### config.mk
export PLATFORM = sky130hd
export DESIGN_NAME = hub_desc
export DESIGN_NICKNAME = d
export VERILOG_FILES = /design/src/verilog/hub_pkg.sv /design/src/verilog/hub_desc.sv
export SDC_FILE = /design/constraint.sdc
export NUM_CORES = 1
export LEC_CHECK = 0
export BUFFER_PORTS_ARGS = -buffer_cell sky130_fd_sc_hd__buf_2
export CAP_MARGIN = 40
export CORE_ASPECT_RATIO = 1.4
export CORE_UTILIZATION = 60
export CTS_CLUSTER_DIAMETER = 40
export CTS_CLUSTER_SIZE = 30
export DETAILED_ROUTE_END_ITERATION = 6
export GPL_ROUTABILITY_DRIVEN = 1
export GPL_TIMING_DRIVEN = 0
export PLACE_DENSITY = 0.9
export SLEW_MARGIN = 20
export SYNTH_ARGS = -nofsm -noshare
export SYNTH_HDL_FRONTEND = slang
export SYNTH_HIERARCHICAL = 1
export SYNTH_SLANG_ARGS = --single-unit
### constraint.sdc
create_clock -name clk -period 7.6 [get_ports clk]
set_clock_uncertainty 0.1 [all_clocks]
set_input_delay 1.52 -clock clk [delete_from_list [all_inputs] [get_ports clk]]
set_output_delay 1.52 -clock clk [all_outputs]
set_load 0.05 [all_outputs]
### src/verilog/hub_pkg.sv
// Contract
// - Config descriptor opens 09H, 02H
// - Total length bytes 22H then 00H
// - One interface, config value 01H, string 00H
// - Attribute byte A0H at offset 7
// - Max power byte FAH at offset 8
// - Interface descriptor type 04H, number/alt 00H
// - One endpoint, class 09H, rest 00H
// - Endpoint descriptor length 07H, type 05H
// - Endpoint address 81H, attributes 03H
// - Endpoint max packet 01H then 00H
// - Endpoint polling interval FFH
// - No endpoint0 descriptor in configuration set
// - Hub descriptor nine bytes, type 29H
// - Hub reports four downstream ports
// - Hub characteristics 09H then 00H
// - Power-on-to-good byte 32H
// - Hub controller current byte 64H
// - Removable mask 00H, power mask 1EH
// - Unsupported standard requests answered with STALL
// - Clear Device Feature disables remote wakeup
// - Remote wakeup is controller status bit 1
// - Config request returns set, truncated or short
package hub_pkg;

    // Eight-byte setup packet, byte 0 in the top field
    typedef struct packed {
        logic [7:0]  req_type;
        logic [7:0]  request;
        logic [15:0] value;
        logic [15:0] index;
        logic [15:0] length;
    } setup_type;

    // One word of the transmit stream
    typedef struct packed {
        logic       zlp;   // Zero-length packet marker, data ignored
        logic       last;  // Last byte of a packet
        logic [7:0] data;
    } tx_word_type;

    typedef enum {
        ST_IDLE,
        ST_WAIT,
        ST_SEND
    } xfer_state_type;

    // Request decode values
    localparam logic [7:0]  REQ_TYPE_STD_IN   = 8'h80;
    localparam logic [7:0]  REQ_TYPE_CLS_IN   = 8'hA0;
    localparam logic [6:0]  REQ_TYPE_DEV_OUT  = 7'h00;
    localparam logic [7:0]  REQ_GET_DESC      = 8'h06;
    localparam logic [7:0]  REQ_CLEAR_FEATURE = 8'h01;
    localparam logic [7:0]  DESC_TYPE_CONFIG  = 8'h02;
    localparam logic [7:0]  DESC_TYPE_HUB     = 8'h29;
    localparam logic [15:0] FEAT_REMOTE_WAKE  = 16'h0001;

    // Descriptor storage layout
    localparam int          ROM_BYTES    = 34;
    localparam logic [5:0]  CFG_SET_OFS  = 6'h00;
    localparam logic [15:0] CFG_SET_LEN  = 16'h0019;
    localparam logic [5:0]  HUB_DESC_OFS = 6'h19;
    localparam logic [15:0] HUB_DESC_LEN = 16'h0009;

    // Endpoint0 packet size
    localparam logic [3:0]  EP0_MAX_PKT  = 4'h8;

    // Controller status register
    localparam int          RWU_BIT         = 1;
    localparam logic [7:0]  CTRL_STATUS_RST = 8'h02;

    // Transmit buffer
    localparam int          TX_FIFO_DEPTH = 16;
    localparam int          TX_WORD_BITS  = $bits(tx_word_type);

endpackage
### src/verilog/hub_desc.sv
// Small synchronous FIFO with valid/ready on both sides
// Depth must be a power of two: the pointers simply roll over
// Read data is taken straight from the array, so a word stands
// unchanged until it is popped
module hub_tx_fifo #(
    parameter int WIDTH = 10,
    parameter int DEPTH = 16
) (
    // Clock and reset
    input  wire logic             clk,
    input  wire logic             reset,
    // Fill side
    input  wire logic             in_valid,
    output logic                  in_ready,
    input  wire logic [WIDTH-1:0] in_data,
    // Drain side
    output logic                  out_valid,
    input  wire logic             out_ready,
    output logic [WIDTH-1:0]      out_data
);
    // Pointer width; the count carries one bit more so full and empty
    // stay apart without a spare slot
    localparam int AW = $clog2(DEPTH);

    logic [WIDTH-1:0] mem_q [DEPTH];    // Storage array
    logic [AW-1:0]    wr_ptr_q;         // Next slot to write
    logic [AW-1:0]    rd_ptr_q;         // Next slot to read
    logic [AW:0]      count_q;          // Words held
    logic             push;
    logic             pop;

    // Full and empty are taken straight from the count
    // Handshakes are combinational; the data word comes from the array
    assign in_ready  = (count_q != (AW+1)'(DEPTH));
    assign out_valid = (count_q != '0);
    assign out_data  = mem_q[rd_ptr_q];
    assign push      = in_valid && in_ready;
    assign pop       = out_valid && out_ready;

    // Storage write, no reset needed for data
    // Leaving the array out of reset saves area; stale words are never read
    always_ff @(posedge clk) begin
        if (push) begin
            // Slot is free: the full flag gates every write
            mem_q[wr_ptr_q] <= in_data;
        end
    end

    // Pointers wrap naturally, depth is a power of two
    always_ff @(posedge clk) begin
        if (reset) begin
            // Both pointers meet at slot zero, buffer empty
            wr_ptr_q <= '0;
            rd_ptr_q <= '0;
        end else begin
            if (push) begin
                // Advance past the slot just written
                wr_ptr_q <= wr_ptr_q + 1'b1;
            end
            if (pop) begin
                // Advance past the word just taken
                rd_ptr_q <= rd_ptr_q + 1'b1;
            end
        end
    end

    // Occupancy tracks simultaneous push and pop
    always_ff @(posedge clk) begin
        if (reset) begin
            count_q <= '0;
        end else if (push && !pop) begin
            // Fill only
            count_q <= count_q + 1'b1;
        end else if (pop && !push) begin
            // Drain only; push and pop together leave the count alone
            count_q <= count_q - 1'b1;
        end
    end
endmodule

// Descriptor store and endpoint0 request front end of the hub controller
// Only the configuration set, the hub descriptor and the remote wakeup
// clear are served; every other setup is refused with a STALL level.
// The status stage handshake is left to the serial engine.
module hub_desc
    import hub_pkg::*;
(
    // Clock and reset
    input  wire logic        clk,
    input  wire logic        reset,
    // Setup stage from the serial engine
    input  wire logic        setup_valid,
    input  wire setup_type   setup,
    // Data stage IN token on endpoint0
    input  wire logic        in_token,
    // Transmit byte stream to the serial engine
    output logic             tx_valid,
    input  wire logic        tx_ready,
    output tx_word_type      tx_word,
    // Handshake verdicts
    output logic             req_stall,
    output logic             req_ack,
    // Controller status
    output logic [7:0]       ctrl_status
);

    // Sequencer and byte counters
    xfer_state_type state_q;            // Transfer sequencer
    logic [5:0]     ptr_q;              // Next descriptor byte
    logic [15:0]    remain_q;           // Bytes still to send
    logic           short_q;            // Data shorter than asked for
    logic [3:0]     pkt_cnt_q;          // Bytes in current packet
    logic           stall_q;            // Latched STALL verdict
    logic           ack_q;              // One-cycle ack pulse
    logic [7:0]     status_q;           // Controller status register
    // Buffer fill side
    logic           fifo_in_valid;      // Word offered to the buffer
    logic           fifo_in_ready;      // Buffer has a free slot
    tx_word_type    fifo_in_word;       // Byte or zero-length marker
    // Setup decode results
    logic           dec_cfg;            // Configuration set request
    logic           dec_hub;            // Hub descriptor request
    logic           dec_wake;           // Clear remote wakeup
    logic [15:0]    grant_len;          // Bytes that will be sent
    logic [15:0]    desc_len;           // Length of chosen descriptor
    logic           push_byte;          // Descriptor byte enters buffer
    logic           pkt_end;            // Byte closes a packet
    logic           last_done;          // Byte closes the data stage

    // Fixed descriptor bytes, configuration set then hub descriptor
    // A case table keeps the store as plain gates, no memory macro
    function automatic logic [7:0] rom(input logic [5:0] a);
        logic [7:0] v;
        v = 8'h00;
        case (a)
            6'h00: v = 8'h09;
            6'h01: v = 8'h02;
            // Two-byte fields are kept low byte first
            // total length
            6'h02: v = 8'h22;
            6'h03: v = 8'h00;
            6'h04: v = 8'h01;
            6'h05: v = 8'h01;
            6'h06: v = 8'h00;
            6'h07: v = 8'hA0;
            6'h08: v = 8'hFA;
            6'h09: v = 8'h09;
            6'h0A: v = 8'h04;
            6'h0B: v = 8'h00;
            6'h0C: v = 8'h00;
            6'h0D: v = 8'h01;
            6'h0E: v = 8'h09;
            6'h0F: v = 8'h00;
            6'h10: v = 8'h00;
            6'h11: v = 8'h00;
            6'h12: v = 8'h07;
            6'h13: v = 8'h05;
            6'h14: v = 8'h81;
            6'h15: v = 8'h03;
            6'h16: v = 8'h01;
            6'h17: v = 8'h00;
            6'h18: v = 8'hFF;
            6'h19: v = 8'h09;
            6'h1A: v = 8'h29;
            6'h1B: v = 8'h04;
            6'h1C: v = 8'h09;
            6'h1D: v = 8'h00;
            6'h1E: v = 8'h32;
            6'h1F: v = 8'h64;
            6'h20: v = 8'h00;
            6'h21: v = 8'h1E;
            // Addresses past the hub descriptor read as zero
            default: v = 8'h00;
        endcase
        return v;
    endfunction

    // Decode of the eight-byte setup packet
    // The results are only acted on in the cycle that setup_valid marks,
    // so the setup word may change freely at other times
    always_comb begin
        dec_cfg  = (setup.req_type == REQ_TYPE_STD_IN)
                && (setup.request == REQ_GET_DESC)
                && (setup.value == {DESC_TYPE_CONFIG, 8'h00})
                && (setup.index == 16'h0000);
        dec_hub  = (setup.req_type == REQ_TYPE_CLS_IN)
                && (setup.request == REQ_GET_DESC)
                && (setup.value == {DESC_TYPE_HUB, 8'h00})
                && (setup.index == 16'h0000);
        // clear wakeup match, direction bit is ignored
        dec_wake = (setup.req_type[6:0] == REQ_TYPE_DEV_OUT)
                && (setup.request == REQ_CLEAR_FEATURE)
                && (setup.value == FEAT_REMOTE_WAKE)
                && (setup.index == 16'h0000)
                && (setup.length == 16'h0000);
        // Lengths of the two descriptors come from the package
        // set is config, interface, endpoint1 only
        desc_len = dec_hub ? HUB_DESC_LEN : CFG_SET_LEN;
        // truncate to what the host asked for
        grant_len = (setup.length < desc_len) ? setup.length : desc_len;
    end

    // In ST_SEND a byte goes out whenever the buffer accepts one
    // Bytes only move while the buffer has room, so none is lost
    assign push_byte = (state_q == ST_SEND) && fifo_in_ready;
    // split at max packet size or final byte
    assign pkt_end = (pkt_cnt_q == EP0_MAX_PKT - 4'h1)
                  || (remain_q == 16'h0001);
    // A short final packet always ends the stage; a full one only when
    // the host asked for no more than the descriptor holds
    assign last_done = (remain_q == 16'h0001)
                    && ((pkt_cnt_q != EP0_MAX_PKT - 4'h1) || !short_q);

    // Transfer sequencer; a new setup always aborts the old transfer
    always_ff @(posedge clk) begin
        if (reset) begin
            state_q <= ST_IDLE;
        end else if (setup_valid) begin
            // A new setup wins over any transfer in flight
            state_q <= (dec_cfg || dec_hub) ? ST_WAIT : ST_IDLE;
        end else begin
            case (state_q)
                ST_IDLE: begin
                    // Tokens are ignored until a descriptor request
                    state_q <= ST_IDLE;
                end
                ST_WAIT: begin
                    // Zero-length tail leaves through the buffer too
                    if (in_token && remain_q != 16'h0000) begin
                        state_q <= ST_SEND;
                    end else if (in_token && fifo_in_ready) begin
                        // Full buffer drops the token; the host retries
                        state_q <= ST_IDLE;
                    end
                end
                ST_SEND: begin
                    // Packet closed: finish or wait for the next token
                    if (push_byte && pkt_end) begin
                        // short last packet, or a full one when no zero-length packet is owed, ends the data stage
                        if (last_done) begin
                            state_q <= ST_IDLE;
                        end else begin
                            // More bytes, or a zero-length packet, owed
                            state_q <= ST_WAIT;
                        end
                    end
                end
                default: begin
                    // Unreachable; recover to idle
                    state_q <= ST_IDLE;
                end
            endcase
        end
    end

    // Byte pointer and count of bytes left
    always_ff @(posedge clk) begin
        if (reset) begin
            ptr_q    <= 6'h00;
            remain_q <= 16'h0000;
            short_q  <= 1'b0;
        end else if (setup_valid) begin
            // Start of the chosen descriptor; short_q marks a long request
            ptr_q    <= dec_hub ? HUB_DESC_OFS : CFG_SET_OFS;
            remain_q <= grant_len;
            short_q  <= (setup.length > desc_len);
        end else if (push_byte) begin
            // ascending offset order
            // remain_q reaches zero before the pointer leaves the descriptor
            ptr_q    <= ptr_q + 6'h01;
            remain_q <= remain_q - 16'h0001;
        end
    end

    // Bytes placed in the packet being built
    always_ff @(posedge clk) begin
        // A setup restarts packet framing mid-transfer
        if (reset || setup_valid) begin
            pkt_cnt_q <= 4'h0;
        end else if (push_byte) begin
            // Wrap to zero after the byte that closes a packet
            pkt_cnt_q <= pkt_end ? 4'h0 : pkt_cnt_q + 4'h1;
        end
    end

    // Word handed to the transmit buffer
    always_comb begin
        // Default: the next descriptor byte
        fifo_in_valid     = push_byte;
        fifo_in_word.zlp  = 1'b0;
        fifo_in_word.last = pkt_end;
        fifo_in_word.data = rom(ptr_q);
        if (state_q == ST_WAIT && in_token && remain_q == 16'h0000) begin
            // Nothing left to send: zero-length request, or exact multiple of packet size but less than asked
            fifo_in_valid     = 1'b1;
            fifo_in_word.zlp  = 1'b1;
            fifo_in_word.last = 1'b1;
            fifo_in_word.data = 8'h00;
        end
    end

    // STALL verdict held until the next setup
    // Limitation: the status stage does not clear it
    always_ff @(posedge clk) begin
        if (reset) begin
            stall_q <= 1'b0;
        end else if (setup_valid) begin
            stall_q <= !(dec_cfg || dec_hub || dec_wake);
        end
    end

    // Acknowledge pulse for the no-data clear request
    always_ff @(posedge clk) begin
        if (reset) begin
            ack_q <= 1'b0;
        end else begin
            // High for one cycle after the accepted clear
            ack_q <= setup_valid && dec_wake;
        end
    end

    // Controller status register; wakeup enabled out of reset
    // Only bit 1 lives here; the other bits read as zero
    always_ff @(posedge clk) begin
        if (reset) begin
            status_q <= CTRL_STATUS_RST;
        end else if (setup_valid && dec_wake) begin
            status_q[RWU_BIT] <= 1'b0;
        end
    end

    // Buffer decouples descriptor reads from the serial engine pace
    // Sixteen words hold two full packets ahead of the engine
    hub_tx_fifo #(
        .WIDTH (TX_WORD_BITS),
        .DEPTH (TX_FIFO_DEPTH)
    ) u_fifo (
        .clk       (clk),
        .reset     (reset),
        .in_valid  (fifo_in_valid),
        .in_ready  (fifo_in_ready),
        .in_data   (fifo_in_word),
        .out_valid (tx_valid),
        .out_ready (tx_ready),
        .out_data  (tx_word)
    );

    // Verdicts and status come straight from flip-flops
    assign req_stall   = stall_q;
    assign req_ack     = ack_q;
    assign ctrl_status = status_q;

endmodule

==> results.sh <==
export IMPL_synth_enable_flop_cells=160
export IMPL_firstDrtPassIters=5
export IMPL_final_hold_worst_slack_ps=369
export IMPL_worst_ep_required_time_ps=5980
export IMPL_grt_pass1_vias=6732
export IMPL_numPortBuffers=81
export IMPL_slew_violations=0
export IMPL_synth_seq_area_share_pct=61.5
export IMPL_post_cts_setup_buffer_count=0
export IMPL_row_count=54
export IMPL_synth_warnings=6
export IMPL_grt_antenna_before_repair=1
export IMPL_synthDominantCellAreaShare_pct=49.7
export IMPL_cts_num_sinks=217
export IMPL_worst_slew_pin_transition_ps=923
export IMPL_synth_area_leader_cell="edfxtp_1"
export IMPL_cts_hold_buffers_added=0
export IMPL_maxCapViolations=0
export IMPL_setup_viol_count_final=0
export IMPL_avgRoutedWirePerCell_um=22.9
export IMPL_synth_main_ff_cell="edfxtp_1"
export IMPL_startpoint_type="register"
export IMPL_fp_dieH_um=152
export IMPL_netlist_top_cells_area="edfxtp_1 (50%), dfxtp_1 (12%), mux4_2 (9.3%)"
export IMPL_totalNegativeSetupSlack_ps=0
export IMPL_post_route_clock_period_utilization_pct=58.7
export IMPL_nets=910
export IMPL_ios=90
export IMPL_setup_crit_end_kind="primary output"
export IMPL_cts_made_buffers=17
export IMPL_clock_insertion_delay_worst_skew_ps=490
export IMPL_synthArstFlopShare_pct=0
export IMPL_die_area_um2=16600
export IMPL_area_of_combinational_cells_with_multiple_inputs_um2=3450
export IMPL_drt_drc_violations_left=0
export IMPL_most_common_layout_cells="edfxtp_1 (160), buf_2 (88), nor2_1 (74)"
export IMPL_yosysUniqueCellTypes=82
export IMPL_clock_pin_slew_of_the_registers_on_the_worst_case_setup_and_hold_paths_ps=80
export IMPL_cts_htree_levels=1
export IMPL_detailedRoute_firstIterationViolations=601
export IMPL_max_slew_margin_pct=38.0
export IMPL_cts_tree="done"
export IMPL_power_per_cell_area_nw_per_um2=250
export IMPL_achievable_frequency_mhz=224
export IMPL_core_area_um2=15700
export IMPL_grt_setup_unrepaired="no"
export IMPL_yosys_register_bits=217
export IMPL_die_width_um=109
export IMPL_num_fill_cells=1001
export IMPL_final_seq_area_um2=5950
export IMPL_globalRouteOverflowTotal=0
export IMPL_clk_path_buf_depth=3
export IMPL_detail_route_vias_per_cell=6.35
export IMPL_syn_instance_count=702
export IMPL_start_util_pct=61.7
export IMPL_cp_data_arrival_time_ps=2840
export IMPL_grt_pass1_wl_um=36200
export IMPL_critPathKind="reg2out"
export IMPL_routed_wl_um=23600
export IMPL_status="completed"
export IMPL_route_vias_total=6552
export IMPL_cts_root_buffer="clkbuf_16"
export IMPL_finalWeightedCongestion=0.952
export IMPL_netlist_area_um2=9660
export IMPL_detailedPlacementHpwl_um=16600
export IMPL_postSynthAreaPerCell_um2=13.8
export IMPL_holdCritPathClass="reg2reg"
export IMPL_number_of_routed_nets_with_antenna_violations=0
export IMPL_final_layout_size_suffix_gt1_share_pct=26.5
export IMPL_grt_start_max_net_pins=24
export IMPL_most_common_cell_after_layout_fill_and_taps_aside="edfxtp_1"
export IMPL_irDropWorstVdd_mv=0.232
export IMPL_grt_total_usage_pct=29.7
export IMPL_cts_repair_resize_count=0
export IMPL_layout_min_cycle_time_ps=4460
export IMPL_timing_final_hold_violations=0
export IMPL_totalPowerFinal_uw=2770
export IMPL_areaGrowthSynthToFinish_pct=14.3
export IMPL_cp_max_fo=10
export IMPL_power_static_leakage_uw=0.00397
## layout make-up
cell class | instances | share of cell area, %
antenna | 1 | 0.0227
timing repair buffer | 97 | 4.76
inverter | 19 | 0.646
tap | 196 | 2.22
clock buffer | 19 | 4.01
multi-input combinational | 431 | 31.3
sequential | 217 | 53.8
clock inverter | 10 | 1.10
buffer | 41 | 2.15
## stage by stage
step / worst slack [ps] / utilization [%] / instance area, µm² / std cells
CTS: 3250 / 70.4 / 11000 / 1029
global route: 3070 / 70.5 / 11000 / 1031
finish: 3140 / 70.5 / 11000 / 1031
global placement: 3120 / 65.9 / 10300 / 985
detailed placement: 3200 / 66.8 / 10500 / 1000
floorplan: 3780 / - / 9690 / 708
## cell families after synthesis
family / Yosys count / synth area share (%)
XOR/XNOR: 26 / 2.36
AO/OA/AOI/OAI: 95 / 7.44
other: 1 / 0.0388
multiplexers: 49 / 10.4
adder cells (fa/ha/maj): 17 / 2.28
AND/OR/NAND/NOR: 237 / 12.8
flip-flops: 217 / 61.5
buffers and inverters: 60 / 3.20
## state kept, by name (all words and copies together) (netlist names), named ones only
signal,cells
ptr_q,6
pkt_cnt_q,4
u_fifo/count_q,5
state_q,2
u_fifo/rd_ptr_q,4
req_stall,1
u_fifo/mem_q,160
u_fifo/wr_ptr_q,4
remain_q,16
req_ack,1
short_q,1
ctrl_status,1
## report_power, final
part           total (µW)  switching (µW)  leakage, µW  internal [µW]
combinational         567             343      0.00173            224
sequential           1310            20.3      0.00196           1290
clock                 892             443     0.000276            448
## worst max-delay path, stage by stage, from the launching register on
cell and delay, ps:
dfxtp_1 340, clkbuf_1 300, buf_4 320, mux4_2 570, a22oi_1 480, nand2_1 120, buf_2 230
## synth_stat cells, drive strengths merged (2+ instances only)
cell	n
edfxtp	160
nor2	76
dfxtp	57
nand2	47
mux4	40
buf	27
a22oi	21
nor3	21
inv	19
nor4	19
xor2	18
a21oi	16
ha	16
clkbuf	14
nand3	14
and2	13
o21ai	10
xnor2	8
mux2i	7
nand4	7
o211ai	7
a211oi	6
a31oi	6
or3	6
and3	5
a21boi	4
a311oi	4
nand2b	4
or2	4
or4	4
nand4b	3
nor2b	3
nor4b	3
o31ai	3
a21o	2
a2bb2oi	2
and3b	2
mux2	2
nor4bb	2
o21a	2
o311ai	2
## path summary, 6_finish.rpt
path | startpoint | to | slack (ps) | depth (start not counted)
setup / recovery | register | tx_word[7] | 3140 | 6
hold / removal | ctrl_status[1] | ctrl_status[1] | 370 | 2
setup reg to reg | remain_q[4] | u_fifo/count_q[4] | 3410 | 14
hold reg to reg | ctrl_status[1] | ctrl_status[1] | 370 | 2
## routing by layer
metal  global-route usage (%)  wire length (µm)  vias up  share of wire [%]
met5                        0                 0        -                  0
met4                     18.3              1620        0                6.9
met3                     5.35              1690       93                7.2
met2                     53.6             12600      387                 53
met1                     31.2              7700     3145                 33
li1                         -                 -     2927                  -
(Power assumes the default switching activity.)
